### src/logic/bps_pkg.sv
`default_nettype none
package bps_pkg;
  localparam int CLK_PERIOD_NS = 4;
  // Least time from the first data strobe falling to any acknowledge
  localparam int ACK_MIN_NS = 30;
  localparam int ACK_MIN_CYC = (ACK_MIN_NS + CLK_PERIOD_NS - 1) / CLK_PERIOD_NS;
  // Longest gap between the two data strobes; observers wait it out in full
  localparam int DSB_MAX_NS = 20;
  localparam int DSB_WAIT_CYC = (DSB_MAX_NS + CLK_PERIOD_NS - 1) / CLK_PERIOD_NS;
  // Bus timer period, local source of the error acknowledge
  localparam int BUS_TIMEOUT_NS = 8000;
  localparam int BUS_TIMEOUT_CYC = BUS_TIMEOUT_NS / CLK_PERIOD_NS;
  localparam int CNT_W = 16;
  localparam int ADDR_W = 32;
  localparam int DATA_W = 32;

  typedef struct packed {
    logic as_n;
    logic [1:0] ds_n;
    logic write_n;
    logic [ADDR_W-1:0] addr;
    logic [DATA_W-1:0] data;
  } bps_bus_in_t;

  typedef struct packed {
    logic [DATA_W-1:0] data;
    logic data_oe;
    logic dtack_n;
    logic dtack_oe;
    logic berr_n;
    logic berr_oe;
  } bps_bus_out_t;

  typedef struct packed {
    logic write;
    logic [1:0] lanes;
    logic [ADDR_W-1:0] addr;
    logic [DATA_W-1:0] wdata;
  } bps_req_t;

  typedef enum logic [2:0] {
    BPS_IDLE = 3'h0,
    BPS_SKEW = 3'h1,
    BPS_BUSY = 3'h3,
    BPS_DATA = 3'h2,
    BPS_ACK  = 3'h6,
    BPS_DROP = 3'h7
  } bps_state_t;
endpackage
`default_nettype wire

### src/logic/bps_slave.sv
// Behaviour
// - On reads, data drivers stay off until the first data strobe is seen low.
// - On reads, valid data is on the lines no later than the acknowledge.
// - An error acknowledge needs no data driven before it.
// - Acknowledge or error waits a counted least time after the first strobe falls.
// - On reads, data stays unchanged after acknowledge until the first strobe rises.
// - Acknowledge or error is held until both data strobes are seen high.
// - On reads, data drivers go off before acknowledge or error is released.
// - A strobe seen before the address strobe still belongs to the new cycle.
`default_nettype none
module bps_slave #(
  parameter int TIMEOUT_CYC = bps_pkg::BUS_TIMEOUT_CYC
) (
  input wire logic i_clk,                      // 250 MHz local clock
  input wire logic i_rst_n,                    // Asynchronous reset, active low
  input wire bps_pkg::bps_bus_in_t i_bus,      // Backplane pins, asynchronous
  output bps_pkg::bps_bus_out_t o_bus,         // Backplane drivers and enables
  output logic o_req_valid,                    // One-cycle pulse: new transfer
  output bps_pkg::bps_req_t o_req,             // Transfer details, held until next
  input wire logic i_rsp_valid,                // Local answer pulse
  input wire logic i_rsp_err,                  // Answer with error acknowledge
  input wire logic [bps_pkg::DATA_W-1:0] i_rsp_data // Read data with answer
);
  import bps_pkg::*;

  if (TIMEOUT_CYC <= ACK_MIN_CYC || TIMEOUT_CYC >= (1 << CNT_W) - 1) begin : g_chk
    $error("TIMEOUT_CYC out of range");
  end

  bps_bus_in_t meta;
  bps_bus_in_t sync;
  bps_state_t state;
  bps_state_t next_state;
  logic [CNT_W-1:0] cnt;
  logic lead;
  logic have_rsp;
  logic rsp_err;
  logic [DATA_W-1:0] rsp_data;
  logic [DATA_W-1:0] data_out;
  logic data_oe;
  logic dtack_oe;
  logic berr_oe;

  // Two stages on every pin before any decision is made
  always_ff @(posedge i_clk or negedge i_rst_n) begin
    if (!i_rst_n) begin
      meta <= '1;
      sync <= '1;
    end else begin
      meta <= i_bus;
      sync <= meta;
    end
  end

  wire as_low = !sync.as_n;
  wire any_low = !(&sync.ds_n);
  wire both_high = &sync.ds_n;
  wire lead_low = !sync.ds_n[lead];
  wire first_lead = sync.ds_n[0] ? 1'b1 : 1'b0;
  wire rsp_now = have_rsp || i_rsp_valid;
  wire err_now = have_rsp ? rsp_err : i_rsp_err;
  wire min_done = cnt >= CNT_W'(ACK_MIN_CYC - 1);
  wire timed_out = cnt >= CNT_W'(TIMEOUT_CYC - 1);
  // Decide lanes only once the trailing strobe window is over and the address strobe is seen
  wire skew_done = (cnt >= CNT_W'(DSB_WAIT_CYC - 1)) && as_low;
  wire is_read = o_req.write == 1'b0;

  always_comb begin
    next_state = state;
    case (state)
      BPS_IDLE: if (any_low) next_state = BPS_SKEW;
      BPS_SKEW: begin
        if (!lead_low) next_state = BPS_IDLE;
        else if (skew_done) next_state = BPS_BUSY;
      end
      BPS_BUSY: begin
        // Timer error is taken at once; a normal answer waits the least time
        if (timed_out || (rsp_now && err_now && min_done)) next_state = BPS_ACK;
        else if (rsp_now && min_done) next_state = is_read ? BPS_DATA : BPS_ACK;
      end
      BPS_DATA: next_state = BPS_ACK;
      BPS_ACK: if (both_high) next_state = BPS_DROP;
      BPS_DROP: next_state = BPS_IDLE;
      default: next_state = BPS_IDLE;
    endcase
  end

  always_ff @(posedge i_clk or negedge i_rst_n) begin
    if (!i_rst_n) begin
      state <= BPS_IDLE;
    end else begin
      state <= next_state;
    end
  end

  // Cycles since the leading strobe fell; saturates so a stuck cycle cannot wrap
  always_ff @(posedge i_clk or negedge i_rst_n) begin
    if (!i_rst_n) begin
      cnt <= '0;
    end else if (state == BPS_IDLE) begin
      cnt <= '0;
    end else if (!(&cnt)) begin
      cnt <= cnt + CNT_W'(1);
    end
  end

  always_ff @(posedge i_clk or negedge i_rst_n) begin
    if (!i_rst_n) begin
      lead <= 1'b0;
    end else if (state == BPS_IDLE && any_low) begin
      lead <= first_lead;
    end
  end

  always_ff @(posedge i_clk or negedge i_rst_n) begin
    if (!i_rst_n) begin
      o_req_valid <= 1'b0;
      o_req <= '0;
    end else begin
      o_req_valid <= state == BPS_SKEW && next_state == BPS_BUSY;
      if (state == BPS_SKEW && next_state == BPS_BUSY) begin
        o_req.write <= !sync.write_n;
        o_req.lanes <= ~sync.ds_n;
        o_req.addr <= sync.addr;
        o_req.wdata <= sync.data;
      end
    end
  end

  // An answer given early is kept until the least time has passed
  always_ff @(posedge i_clk or negedge i_rst_n) begin
    if (!i_rst_n) begin
      have_rsp <= 1'b0;
      rsp_err <= 1'b0;
      rsp_data <= '0;
    end else if (state != BPS_BUSY) begin
      have_rsp <= 1'b0;
    end else if (i_rsp_valid && !have_rsp) begin
      have_rsp <= 1'b1;
      rsp_err <= i_rsp_err;
      rsp_data <= i_rsp_data;
    end
  end

  wire go_data = state == BPS_BUSY && next_state == BPS_DATA;
  wire go_ack = next_state == BPS_ACK && state != BPS_ACK;
  wire ack_berr = timed_out || err_now;

  always_ff @(posedge i_clk or negedge i_rst_n) begin
    if (!i_rst_n) begin
      data_out <= '0;
      data_oe <= 1'b0;
      dtack_oe <= 1'b0;
      berr_oe <= 1'b0;
    end else begin
      if (go_data) begin
        data_out <= have_rsp ? rsp_data : i_rsp_data;
        data_oe <= 1'b1;
      end else if (next_state == BPS_DROP || next_state == BPS_IDLE) begin
        data_oe <= 1'b0;
      end
      if (go_ack) begin
        dtack_oe <= state == BPS_DATA || (state == BPS_BUSY && !ack_berr);
        berr_oe <= state == BPS_BUSY && ack_berr;
      end else if (state == BPS_DROP) begin
        dtack_oe <= 1'b0;
        berr_oe <= 1'b0;
      end
    end
  end

  assign o_bus.data = data_out;
  assign o_bus.data_oe = data_oe;
  assign o_bus.dtack_n = 1'b0;
  assign o_bus.dtack_oe = dtack_oe;
  assign o_bus.berr_n = 1'b0;
  assign o_bus.berr_oe = berr_oe;

  wire ack_any = dtack_oe || berr_oe;

  property p_data_after_strobe;
    @(posedge i_clk) disable iff (!i_rst_n) $rose(data_oe) |-> $past(lead_low) && !both_high;
  endproperty
  a_data_after_strobe: assert property (p_data_after_strobe) else $error("data driven before strobe");

  property p_data_before_ack;
    @(posedge i_clk) disable iff (!i_rst_n) $rose(dtack_oe) && is_read |-> data_oe && $past(data_oe);
  endproperty
  a_data_before_ack: assert property (p_data_before_ack) else $error("read ack without data");

  property p_berr_no_data;
    @(posedge i_clk) disable iff (!i_rst_n) $rose(berr_oe) |-> !data_oe && !dtack_oe;
  endproperty
  a_berr_no_data: assert property (p_berr_no_data) else $error("error ack with data or dtack");

  property p_min_wait;
    @(posedge i_clk) disable iff (!i_rst_n) $rose(ack_any) |-> cnt >= CNT_W'(ACK_MIN_CYC);
  endproperty
  a_min_wait: assert property (p_min_wait) else $error("acknowledge too early");

  property p_data_stable;
    @(posedge i_clk) disable iff (!i_rst_n) dtack_oe && data_oe ##1 data_oe |-> $stable(data_out);
  endproperty
  a_data_stable: assert property (p_data_stable) else $error("read data changed under ack");

  property p_hold_ack;
    @(posedge i_clk) disable iff (!i_rst_n) ack_any && !both_high |=> ack_any;
  endproperty
  a_hold_ack: assert property (p_hold_ack) else $error("ack released with strobe low");

  property p_release_order;
    @(posedge i_clk) disable iff (!i_rst_n) $fell(ack_any) |-> !data_oe && !$past(data_oe);
  endproperty
  a_release_order: assert property (p_release_order) else $error("ack released before data");

  property p_req_with_as;
    @(posedge i_clk) disable iff (!i_rst_n) o_req_valid |-> $past(as_low) && o_req.addr == $past(sync.addr, 1);
  endproperty
  a_req_with_as: assert property (p_req_with_as) else $error("request without address strobe");

  property p_timeout_berr;
    @(posedge i_clk) disable iff (!i_rst_n) state == BPS_BUSY && timed_out |=> berr_oe;
  endproperty
  a_timeout_berr: assert property (p_timeout_berr) else $error("no error ack on timeout");

  c_read_ack: cover property (@(posedge i_clk) disable iff (!i_rst_n) $rose(dtack_oe) && is_read);
  c_write_ack: cover property (@(posedge i_clk) disable iff (!i_rst_n) $rose(dtack_oe) && !is_read);
  c_berr: cover property (@(posedge i_clk) disable iff (!i_rst_n) $rose(berr_oe));
  c_two_lanes: cover property (@(posedge i_clk) disable iff (!i_rst_n) o_req_valid && &o_req.lanes);
endmodule
`default_nettype wire

### config.mk
export PLATFORM = sky130hd
export DESIGN_NAME = bps_slave
export DESIGN_NICKNAME = d
export VERILOG_FILES = /design/src/logic/bps_pkg.sv /design/src/logic/bps_slave.sv
export SDC_FILE = /design/constraint.sdc
export NUM_CORES = 1
export LEC_CHECK = 0
export BUFFER_PORTS_ARGS = -buffer_cell sky130_fd_sc_hd__buf_2
export CORE_MARGIN = 1.5
export CORE_UTILIZATION = 54
export DETAILED_ROUTE_END_ITERATION = 10
export PLACE_DENSITY = 0.88
export SYNTH_ARGS = -nofsm -noshare
export SYNTH_HDL_FRONTEND = slang
export SYNTH_SLANG_ARGS = --single-unit
### constraint.sdc
create_clock -name i_clk -period 2.3 [get_ports i_clk]
set_input_delay 0.46 -clock i_clk [delete_from_list [all_inputs] [get_ports i_clk]]
set_output_delay 0.46 -clock i_clk [all_outputs]
set_load 0.02 [all_outputs]
# Word level (Yosys, flattened, before mapping)
# Index checks and enable logic that the tools add are counted.
# classes
n_shift,0
bitwise_logic,2
n_reduce_logical,29
eq_ne,12
n_div,0
n_mul,0
n_addsub,1
n_lt_le_gt_ge,4
n_mux,22
# op_table
cell,count
"greater-or-equal comparator 16 x 3 -> 1 bit, second input constant",2
2-to-1 mux 16 bit,2
2-to-1 mux 32 bit,1
2-to-1 mux 3 bit,7
"adder 16 x 1 -> 16 bit, second input constant",1
"greater-or-equal comparator 16 x 11 -> 1 bit, second input constant",1
AND reduction 16 bit,1
case mux 3 bit (5 select lines),1
"equality test 3 x 2 -> 1 bit, second input constant",4
"equality test 3 bit, second input constant",4
logical AND 1 bit,11
2-to-1 mux 1 bit,11
zero test 3 bit,2
nonzero test 2 bit,3
zero test 1 bit,5
logical OR 1 bit,5
AND reduction 2 bit,2
"equality test 3 x 1 -> 1 bit, second input constant",1
"!= test 3 x 2 -> 1 bit, second input constant",1
"!= test 3 bit, second input constant",1
"< comparator 1 x 2 -> 1 bit, second input constant",1
"!= test 2 bit, second input constant",1
inverter 2 bit,1
inverter 1 bit,1
# word_totals
inputBits,104
latch_bits,0
ram_bits,0
output_inout_bits,105
romBits,0
register_bits,293
mem_count,0
elab_cells,95

# Logic depth before layout (Yosys ltp)
# Gate-level depths: netlist of run 1.
# depth
ltp_word,10
depth_mapped,7
depth_no_buf,6

# Worst setup path before layout of run 1
# No wires, ideal clock.
# synth_timing
kind,register to register
startpoint,reg cnt[0]
endpoint,reg berr_oe
setup_time_ns,0.087
period_less_slack_ns,1.995
stages_incl_launch_ff,7
required_time_ns,2.213
t_arrival_ns,1.908
path_slack_ns,0.305
path_buffers,0
path_cell_list,dfrtp_1 -> ha_1 -> a311o_1 -> a311oi_2 -> o311ai_1 -> or3b_1 -> o211ai_1
# synth_between
elab_chain_len,8
word_cells_on_any_way,18
cone_classes,order compare: 3; eq/ne: 1; mux: 6; reduce/logical: 8
# synth_lines
item,line,text
from (decl),bps_slave.sv:34,logic [CNT_W-1:0] cnt;
from (signal assigned),bps_slave.sv:103,cnt <= cnt + CNT_W'(1);
"greater-or-equal comparator 16 x 3 -> 1 bit, on equally long branches","bps_slave.sv:62, bps_slave.sv:65",
"logical AND 1 bit, on equally long branches","bps_slave.sv:79, bps_slave.sv:65, bps_slave.sv:78",
"2-to-1 mux 3 bit, or another cell as far along",bps_slave.sv:79,else if (rsp_now && min_done) next_state = is_read ? BPS_DATA : BPS_ACK;
"2-to-1 mux 3 bit, on equally long branches","bps_slave.sv:78, bps_slave.sv:73",
case mux 3 bit (5 select lines),bps_slave.sv:70,case (state)
equality test 3 bit,bps_slave.sv:146,wire go_ack = next_state == BPS_ACK && state != BPS_ACK;
logical AND 1 bit,bps_slave.sv:146,
2-to-1 mux 1 bit or nonzero test 2 bit (tied branches),n/a,
to (signal assigned),bps_slave.sv:164,berr_oe <= state == BPS_BUSY && ack_berr;
to (decl),bps_slave.sv:42,logic berr_oe;
# Several ways; a longest one is shown, not always the timed one.
# A chain may end at the register's enable or synchronous reset.

# Worst setup path in the final report of run 1
# layout_timing
startpoint,reg cnt[6]
endpoint,reg o_req[44] (netlist name)
# layout_between
elab_chain_len,7
word_cells_on_any_way,14
cone_classes,order compare: 3; eq/ne: 1; mux: 5; reduce/logical: 5
# layout_lines
item,line,text
"greater-or-equal comparator 16 x 3 -> 1 bit, on equally long branches","bps_slave.sv:62, bps_slave.sv:65",
"logical AND 1 bit, on equally long branches","bps_slave.sv:79, bps_slave.sv:65, bps_slave.sv:78",
"2-to-1 mux 3 bit, or another cell as far along",bps_slave.sv:79,
"2-to-1 mux 3 bit, on equally long branches","bps_slave.sv:78, bps_slave.sv:73",
case mux 3 bit (5 select lines) *,bps_slave.sv:70,
equality test 3 x 2 -> 1 bit *,bps_slave.sv:121,if (state == BPS_SKEW && next_state == BPS_BUSY) begin
logical AND 1 bit *,bps_slave.sv:121,
to (decl),bps_slave.sv:19,"output bps_pkg::bps_req_t o_req,"
# Mark *: on every way between the ends. The rest lies on a longest branch, timed or not.

==> results of run 1 <==
## sequential cells by signal, summed over array words and instances (netlist names)
register and cells:
data_out 32, have_rsp 1, berr_oe 1, rsp_data 32, o_req 67, state 3, meta 68, lead 1
data_oe 1, o_req_valid 1, rsp_err 1, cnt 16, dtack_oe 1, sync 68
## layout make-up
class	count	area share
diodes	1	0.000189
clock buffers	38	0.0611
clock inverters	14	0.0126
inverters	4	0.00113
multi-input cells	291	0.202
flip-flops and latches	293	0.566
well taps	234	0.0221
repair buffers	272	0.135
## synthesized netlist by cell type (all sizes together) (2+ instances only)
master   number
a211oi        2
o21ai        15
o2111ai       2
dfstp       136
xnor2         2
nor3          5
dfrtp       157
nor2         19
or3           5
and4          4
nand2        12
buf          23
xor2          9
mux2i         2
o211ai        4
a21oi         7
nand4         6
ha            2
and3          5
nand3         7
inv           4
clkbuf        7
mux2        162
nor4          5
## kinds of logic after synthesis
logic type               Yosys count  share of synthesized area
multiplexers                     164                      0.178
flip-flops                       293                      0.723
buffers and inverters             34                     0.0209
AND/OR/NAND/NOR                   74                     0.0408
other                              1                   0.000361
AO/OA/AOI/OAI                     38                     0.0251
adder cells (fa/ha/maj)            2                    0.00241
XOR/XNOR                          11                    0.00929
## metal layers
layer | wire length (microns) | global-route usage | vias up
met5 | 0 | 0 | -
met4 | 642 | 0.0781 | 0
met3 | 1340 | 0.0408 | 54
met2 | 12300 | 0.373 | 261
met1 | 8570 | 0.260 | 3170
li1 | - | - | 2685
## final timing paths
| path | depth (start not counted) | end | slack (ps) |
|---|---|---|---|
| worst max-delay path | 6 | o_req[44] | -130 |
| worst min-delay path | 1 | meta[52] | 10 |
| worst max register to register | 6 | o_req[44] | -130 |
| worst min register to register | 0 | sync[15] | 350 |
| max in group asynchronous | 3 | sync[67] | 1090 |
| min in group asynchronous | 2 | o_req[14] | 480 |
## timing repair
action | in CTS | in global routing
setup buffers | 0 | 2
endpoints found under the hold margin | 36 | 23
setup endpoints to repair | 0 | 50
gates resized for setup | 0 | 1
hold buffers | 19 | 23
## metrics by stage
| step | power, mW | setup slack, ps | cell area, sq um | util | hold slack [ps] |
|---|---|---|---|---|---|
| 2_1_floorplan | 9.76 | 305 | 10400 | - | 164 |
| 3_3_place_gp | 11.1 | 193 | 11800 | 0.630 | 345 |
| 3_5_place_dp | 11.4 | 131 | 11800 | 0.630 | 347 |
| 4_1_cts | 16.2 | 74.5 | 13000 | 0.692 | 0.0771 |
| 5_1_grt | 17.0 | -175 | 13300 | 0.706 | -1.84 |
| 6_report | 16.3 | -125 | 13300 | 0.706 | 12.3 |
## where the power goes
part | internal [mW] | switching (mW)
combinational | 1.85 | 2.38
sequential | 6.51 | 0.767
clock | 2.82 | 1.99
==> summary.md, run 1 <==
| Metric | Value |
|---|---|
| Fillers | 1128 |
| Fmax | 412 MHz |
| Hold_sp | i_bus[52] |
| CP endpoint kind | flip-flop |
| Crit path DAT | 2860 ps |
| DP HPWL | 12900 microns |
| Commonest non-fill, non-tap cell in the layout | buf_2 |
| Post-Syn Area per Cell | 16.8 sq um |
| Final Setup Violations | 92 |
| Largest net degree at the start of global routing | 73 |
| Post-synth EDFFs | 0 |
| Synth area leader | dfrtp_1 |
| Initial DRC Count | 231 |
| Finished Layout Cells | 1147 |
| Max-slew violations | 0 |
| Power Dens Cells | 1230 mW/mm^2 |
| CP Cell Sequence | nor4_1 > nand4_1 > o211ai_4 > buf_12 > buf_12 > mux2_2 |
| Synth top area share | 0.379 |
| Vias in the first global route | 6450 |
| Placer Congestion | 0.873 |
| Fin nets | 996 |
| Clock Sinks | 293 |
| Failing checks | negative setup slack |
| Die ar. | 0.0201 sq mm |
| Status | complete, but fails checks |
| Tightest Hold Check Type | input pin to flip-flop |
| Worst skew pair latency | 550 ps |
| ANT nets after route | 0 |
| Slew @ Worst Pin | 539 ps |
| Total gr overflow | 0 |
| Peak supply drop | 1.01 mV |
| H-tree depth | 1 |
| Ys flop type | dfrtp_1 |
| Core ar. | 0.0188 sq mm |
| Chip width | 142 microns |
| Final Skew | 26.8 ps |
| Row Count | 50 |
| Total CTS buffers | 28 |
| Post-synthesis sequential area ratio | 0.723 |
| Final wirelength | 22900 microns |
| Via Count | 6170 |
| Multi-input gate area | 0.00268 sq mm |
| First-pass GRT wire length | 33300 microns |
| Distinct cells, synth | 49 |
| Storage cell area | 0.00750 sq mm |
| Global-route usage over all layers | 0.211 |
| YS warnings | 0 |
| Root Buffer | clkbuf_16 |
| Setup total negative slack | -8590 ps |
| Crit path top cell by count | buf_12 |
| Max_cap viols | 0 |
| Setup crit start | cnt[6] |
| Ys async rst share | 1.00 |
| Cell count after placement | 1050 |
| DR pass1 iterations | 6 |
| Cells after synthesis | 617 |
| Slowest-stage cell, CP | nor4_1 |
| Top Family by Delay on Critical Path | simple AND/OR/NAND/NOR gates |
| CP Class | flip-flop to flip-flop |
| Clock period minus worst slack | 2430 ps |
| Pleak | 6.26 nW |
| DR WL/cell | 20.0 microns |
| CP peak stage delay | 470 ps |
| Relative slew slack | 0.641 |
| Vias/cell | 5.38 |
| Fin. Hold Viols | 0 |
| Maximum clock path buffer count | 3 |
| Mapped Area | 0.0104 sq mm |
| Die Y | 142 microns |
| Layout cells sized above 1 | 0.633 |
| Initial antenna violation count | 1 |
| Syn-to-layout area delta | 27.8% |
| CTS tree | done |
| Number of synthesized register bits | 293 |
| Worst-path maximum fanout | 26 |
| Ports | 209 |
| Clk slew on worst S/H paths | 70 ps |
| Residual DRC | 0 |
| Final worst slack | -125 ps |
| CP Buf/Inv Count | 2 |
| Worst endpoint required time | 2730 ps |
| Most frequent cells in the layout | buf_2, dfrtp_1, mux2_2 |
| CP Launch Type | flip-flop |
| Starting density of the core | 0.553 |
| Top post-synthesis cells by area | dfrtp_1, dfstp_2, mux2_2 |
| Reg2reg start | cnt[6] |
| Final period utilization | 1.05 |
| PortBufs | 206 |
Note: power is estimated with default switching activity, not from simulation.
==> run 2: changes to the inputs <==
Settings changed: ABC_CLOCK_PERIOD_IN_PS from default to 2300, CORE_UTILIZATION 54 to 30, PLACE_DENSITY 0.88 to 0.58.
==> run 2 against run 1 <==
- the flow now finishes without violations
- utilization fell by 31 points
- clock power increased by 14%
- combinational power fell by 5%
- sequential share of layout area is 0.28 points lower
- final area rose by 0.52%
- clock-buffer cell count rose by 11
- clock skew down 8.0 ps
- sequential cell count unchanged
- critical path type unchanged
- largest power group unchanged
==> summary.md, run 2 (synthesis gave the netlist of run 1 again) <==
| Metric | Value |
|---|---|
| Status | finished clean (was complete, but fails checks) |
| Finished Layout Cells | 1333 (was 1147) |
| H-tree depth | 2 (was 1) |
| Final Skew | 18.8 ps (was 26.8 ps) |
| Fin nets | 967 (was 996) |
| Syn-to-layout area delta | 28.4% (was 27.8%) |
| Crit path DAT | 2610 ps (was 2860 ps) |
| Clock Sinks | 293 (unchanged) |
| Worst Hold Path EP | meta[29] (was meta[52]) |
| Final period utilization | 0.948 (was 1.05) |
| Initial DRC Count | 221 (was 231) |
| Placer Congestion | 0.762 (was 0.873) |
| Reg2reg end | berr_oe (was o_req[44]) |
| Commonest non-fill, non-tap cell in the layout | buf_2 (unchanged) |
| Diode count | 0 (was 1) |
| Vias/cell | 4.33 (was 5.38) |
| PortBufs | 206 (unchanged) |
| Final Util | 0.394 (was 0.706) |
| Total CTS buffers | 35 (was 28) |
| Via Count | 5771 (was 6170) |
| CP Launch Type | flip-flop (unchanged) |
| Final Setup Violations | 0 (was 92) |
| Relative slew slack | 0.656 (was 0.641) |
| RSZ-0062 raised after global routing | no |
| Flop-to-flop setup slack | 120 ps (was -130 ps) |
| Reg2Reg Depth | 6 (unchanged) |
| Clk slew on worst S/H paths | 50 ps (was 70 ps) |
| Layout cells sized above 1 | 0.662 (was 0.633) |
| DR WL/cell | 15.8 microns (was 20.0 microns) |
| Residual DRC | 0 (unchanged) |
| Largest net degree at the start of global routing | 61 (was 73) |
| Core ar. | 0.0338 sq mm (was 0.0188 sq mm) |
| Hold_sp | i_bus[29] (was i_bus[52]) |
| DR pass1 iterations | 4 (was 6) |
| Peak supply drop | 0.572 mV (was 1.01 mV) |
| Hold Path Stages | 1 (unchanged) |
| Slew @ Worst Pin | 516 ps (was 539 ps) |
| Maximum clock path buffer count | 3 (unchanged) |
| Total gr overflow | 0 (unchanged) |
| Clock period minus worst slack | 2180 ps (was 2430 ps) |
| Initial antenna violation count | 2 (was 1) |
| CP endpoint kind | flip-flop (unchanged) |
| Setup total negative slack | 0 ps (was -8590 ps) |
| Reg2reg start | cnt[1] (was cnt[6]) |
| Most frequent cells in the layout | buf_2, dfrtp_1, mux2_2 (unchanged) |
| Fin. Hold Viols | 0 (unchanged) |
| Die Y | 189 microns (was 142 microns) |
| Global-route usage over all layers | 0.120 (was 0.211) |
| Worst endpoint required time | 2730 ps (about the same) |
| Ports | 209 (unchanged) |
| Pleak | 6.20 nW (was 6.26 nW) |
| Cell count after placement | 1268 (was 1050) |
| Max_cap viols | 0 (unchanged) |
| First-pass GRT wire length | 33500 microns (was 33300 microns) |
| Row Count | 67 (was 50) |
| Worst skew pair latency | 520 ps (was 550 ps) |
| CP Class | flip-flop to flip-flop (unchanged) |
| Tightest Hold Check Type | input pin to flip-flop (unchanged) |
| Root Buffer | clkbuf_16 (unchanged) |
| Power Dens Cells | 1250 mW/mm^2 (was 1230 mW/mm^2) |
| CTS tree | done (unchanged) |
| Starting density of the core | 0.307 (was 0.553) |
| Max-slew violations | 0 (unchanged) |
| Die ar. | 0.0357 sq mm (was 0.0201 sq mm) |
| Fmax | 458 MHz (was 412 MHz) |
| Placed Area | 0.0121 sq mm (was 0.0118 sq mm) |
| Worst-path maximum fanout | 4 (was 26) |
| Final non-filler cell area | 0.0133 sq mm (about the same) |
| Biggest regs | meta: 68 flops, sync: 68 flops, o_req: 67 flops (unchanged) |
| Final wirelength | 21100 microns (was 22900 microns) |
| Chip width | 189 microns (was 142 microns) |
| ANT nets after route | 0 (unchanged) |
| Vias in the first global route | 5991 (was 6450) |
| DP HPWL | 14300 microns (was 12900 microns) |
-- run 2: report_power, final --
group	leakage [nW]	internal (mW)	total [mW]	switching, mW
clock	0.572	3.44	5.47	2.04
sequential	3.45	6.51	7.15	0.640
combinational	2.17	1.80	4.04	2.23
-- run 2: cell type report --
| cell class | count | area [sq um] |
|---|---|---|
| repair buffers | 236 | 1410 |
| inverters | 4 | 15.0 |
| well taps | 448 | 561 |
| flip-flops and latches | 293 | 7500 |
| multi-input cells | 291 | 2680 |
| clock inverters | 12 | 164 |
| clock buffers | 49 | 988 |
| fillers | 3147 | 20500 |
-- run 2: critical path, cell delays in order (launching register included) --
cell and delay [ps]:
dfrtp_1 400, ha_1 240, a311o_1 400, a311oi_2 350, o311ai_1 220, or3b_1 410
o211ai_1 90
-- run 2: stage by stage --
stage,power [mW],setup slack (ps),hold slack (ps)
global route,17.6,45.1,0.202
CTS,17.0,131,0.661
finish,16.7,119,41.3
global placement,11.2,163,345
floorplan,9.76,305,164
detailed placement,11.4,162,347
-- run 2: repair_timing --
| action | 4_1_cts | 5_1_grt |
|---|---|---|
| endpoints found under the hold margin | 16 | 0 |
| resized for setup | 0 | 2 |
| hold buffers | 4 | 0 |
| setup endpoints to repair | 0 | 23 |
| setup buffers | 0 | 0 |
-- run 2: worst max-delay path by stage --
| stage | from | end | depth (start not counted) |
|---|---|---|---|
| 6_report | cnt[1] | berr_oe | 6 |
| 5_1_grt | cnt[1] | berr_oe | 6 |
| 4_1_cts | cnt[1] | berr_oe | 6 |
| 3_5_place_dp | cnt[6] | o_req[38] | 6 |
| 3_3_place_gp | cnt[6] | o_req[33] | 6 |
| 2_1_floorplan | cnt[0] | berr_oe | 6 |
-- run 2: metal layers --
layer | vias up | wire length [microns] | GRT usage
li1 | 2642 | - | -
met1 | 2948 | 9100 | 0.154
met2 | 141 | 10100 | 0.192
met3 | 36 | 1400 | 0.0406
met4 | 4 | 414 | 0.0379
met5 | - | 25 | 0
==> run 3: changes to the inputs <==
Settings changed: CORE_UTILIZATION 30 to 50, PLACE_DENSITY 0.58 to 0.83, SLEW_MARGIN from default to 5.
==> run 3 against run 2 <==
- total power fell by 5.0%
- wire length fell by 9.2%
- final cell count down 15%
- largest power group unchanged
==> summary.md, run 3 (synthesis gave the netlist of run 1 again) <==
| Metric | Value |
|---|---|
| Worst endpoint required time | 2740 ps (was 2730 ps) |
| Clk slew on worst S/H paths | 60 ps (was 50 ps) |
| H-tree depth | 1 (was 2) |
| Most frequent cells in the layout | buf_2, dfrtp_1, mux2_2 (unchanged) |
| Tightest Hold Check Type | input pin to flip-flop (unchanged) |
| RSZ-0062 raised after global routing | no (unchanged) |
| Pint | 11.0 mW (was 11.8 mW) |
| Crit path DAT | 2590 ps (was 2610 ps) |
| DR top layer | met5 (unchanged) |
| Pleak | 6.02 nW (was 6.20 nW) |
| Power Dens Cells | 1240 mW/mm^2 (was 1250 mW/mm^2) |
| Peak supply drop | 0.800 mV (was 0.572 mV) |
| Maximum clock path buffer count | 3 (unchanged) |
| First-pass GRT wire length | 31600 microns (was 33500 microns) |
| Hold_sp | i_bus[28] (was i_bus[29]) |
| Ports | 209 (unchanged) |
| Largest net degree at the start of global routing | 66 (was 61) |
| Placement Setup Slack | 116 ps (was 162 ps) |
| Starting density of the core | 0.511 (was 0.307) |
| Core ar. | 0.0203 sq mm (was 0.0338 sq mm) |
| Clock power share | 0.290 (was 0.329) |
| Syn-to-layout area delta | 23.1% (was 28.4%) |
| Initial antenna violation count | 1 (was 2) |
| Vias in the first global route | 6182 (was 5991) |
| Final Setup Violations | 0 (unchanged) |
| Final period utilization | 0.933 (was 0.948) |
| Overall Power | 15.8 mW (was 16.7 mW) |
| Setup total negative slack | 0 ps (unchanged) |
| Setup crit start | cnt[0] (was cnt[1]) |
| CP endpoint kind | flip-flop (unchanged) |
| Max_cap viols | 0 (unchanged) |
| Status | finished clean (unchanged) |
| Max-slew violations | 0 (unchanged) |
| Metal1 wirelength | 7660 microns (was 9100 microns) |
| Die ar. | 0.0216 sq mm (was 0.0357 sq mm) |
| Top Family by Delay on Critical Path | compound AO/OA/AOI/OAI gates (unchanged) |
| Wire length on met3 | 1410 microns (was 1400 microns) |
| Die Y | 147 microns (was 189 microns) |
| CP peak stage delay | 410 ps (about the same) |
| DR pass1 iterations | 4 (unchanged) |
| ANT nets after route | 0 (unchanged) |
| CP Cell Sequence | ha_1 > a311o_1 > a311oi_2 > o311ai_1 > or3b_1 > o211ai_1 (unchanged) |
| CP Buf/Inv Count | 0 (unchanged) |
| Diode count | 0 (unchanged) |
| Sw Ratio | 0.303 (was 0.295) |
| Slowest-stage cell, CP | or3b_1 (unchanged) |
| Root Buffer | clkbuf_16 (unchanged) |
| Via Count | 5679 (was 5771) |
| Worst skew pair latency | 530 ps (was 520 ps) |
| Fin nets | 952 (was 967) |
| Fillers | 1465 (was 3147) |
| Final worst slack | 153 ps (was 119 ps) |
| DP HPWL | 12700 microns (was 14300 microns) |
| Row Count | 52 (was 67) |
| Commonest non-fill, non-tap cell in the layout | buf_2 (unchanged) |
| Final Skew | 19.6 ps (was 18.8 ps) |
| Sequential Power Share | 0.454 (was 0.429) |
| Global-route usage over all layers | 0.182 (was 0.120) |
| Total gr overflow | 0 (unchanged) |
| Clock Sinks | 293 (unchanged) |
| PortBufs | 206 (unchanged) |
| NetSw | 4.80 mW (was 4.91 mW) |
| CTS tree | done (unchanged) |
| Placer Congestion | 0.826 (was 0.762) |
| Worst-path maximum fanout | 4 (unchanged) |
| Clock period minus worst slack | 2150 ps (was 2180 ps) |
| Layout cells sized above 1 | 0.649 (was 0.662) |
| Post-CTS setup repair buffer count | 0 (unchanged) |
| Residual DRC | 0 (unchanged) |
| Fmax | 466 MHz (was 458 MHz) |
| WL met2 | 9630 microns (was 10100 microns) |
| Comb power frac | 0.256 (was 0.242) |
| Vias/cell | 4.99 (was 4.33) |
| Total CTS buffers | 29 (was 35) |
| CP Launch Type | flip-flop (unchanged) |
| CTS resizes | 0 (unchanged) |
| Reg2reg start | cnt[0] (was cnt[1]) |
| CP Class | flip-flop to flip-flop (unchanged) |
| Flop-to-flop setup slack | 150 ps (was 120 ps) |
| Chip width | 147 microns (was 189 microns) |
| Biggest regs | meta: 68 flops, sync: 68 flops, o_req: 67 flops (unchanged) |
| Initial DRC Count | 216 (was 221) |
| Final wirelength | 19100 microns (was 21100 microns) |
| Fin. Hold Viols | 0 (unchanged) |
| DR WL/cell | 16.8 microns (was 15.8 microns) |
==> run 3: cell count changes in the layout (fill, tap and decap cells not counted), sizes merged <==
cell	previous run	this run
inv	5	4
clkbuf	49	48
clkinv	7	3
clkinvlp	0	1
bufinv	4	1
dlygate4sd3	4	3
buf	232	224
==> run 3: metal layers <==
metal | vias to the layer above | GRT usage
met1 | 2873 | 0.228
met5 | - | 0
met4 | 2 | 0.0500
met2 | 165 | 0.308
li1 | 2605 | -
met3 | 34 | 0.0547
==> run 3: power groups by stage <==
stage / Combinational [mW] / Clock, mW / Sequential (mW)
floorplan: 1.73 / 0 / 8.03
global placement: 3.96 / 0 / 7.16
detailed placement: 4.09 / 0 / 7.24
CTS: 4.11 / 4.70 / 7.19
global route: 4.35 / 4.90 / 7.35
finish: 4.06 / 4.59 / 7.18
==> run 3: area by class of cell <==
class | instances | area [sq um] | share of cell area
clock buffer | 48 | 890 | 0.0696
clock inverter | 5 | 56.3 | 0.00441
inverter | 4 | 15.0 | 0.00118
multi-input combinational | 291 | 2670 | 0.209
sequential | 293 | 7500 | 0.587
tap | 270 | 338 | 0.0264
timing repair buffer | 227 | 1310 | 0.102
==> run 3: timing repair <==
| item | 4_1_cts | 5_1_grt |
|---|---|---|
| hold buffers | 1 | 2 |
| setup endpoints to repair | 0 | 1 |
| hold endpoints to repair | 27 | 2 |
==> run 3: final timing paths <==
path | endpoint | cells past startpoint
worst max register to register | berr_oe | 6
max in group asynchronous | sync[10] | 3
min in group asynchronous | o_req[58] | 2
worst min-delay path | meta[28] | 1
worst max-delay path | berr_oe | 6
worst min register to register | sync[17] | 0
==> run 3: per-stage QoR <==
step           instances  instance area [sq um]  utilization  hold WS [ps]
6_report            1138                  12800        0.629          23.8
5_1_grt             1138                  12800        0.629          1.30
4_1_cts             1136                  12800        0.628          3.04
3_5_place_dp        1082                  11800        0.581           347
3_3_place_gp        1082                  11800        0.581           345
2_1_floorplan        618                  10400            -           164
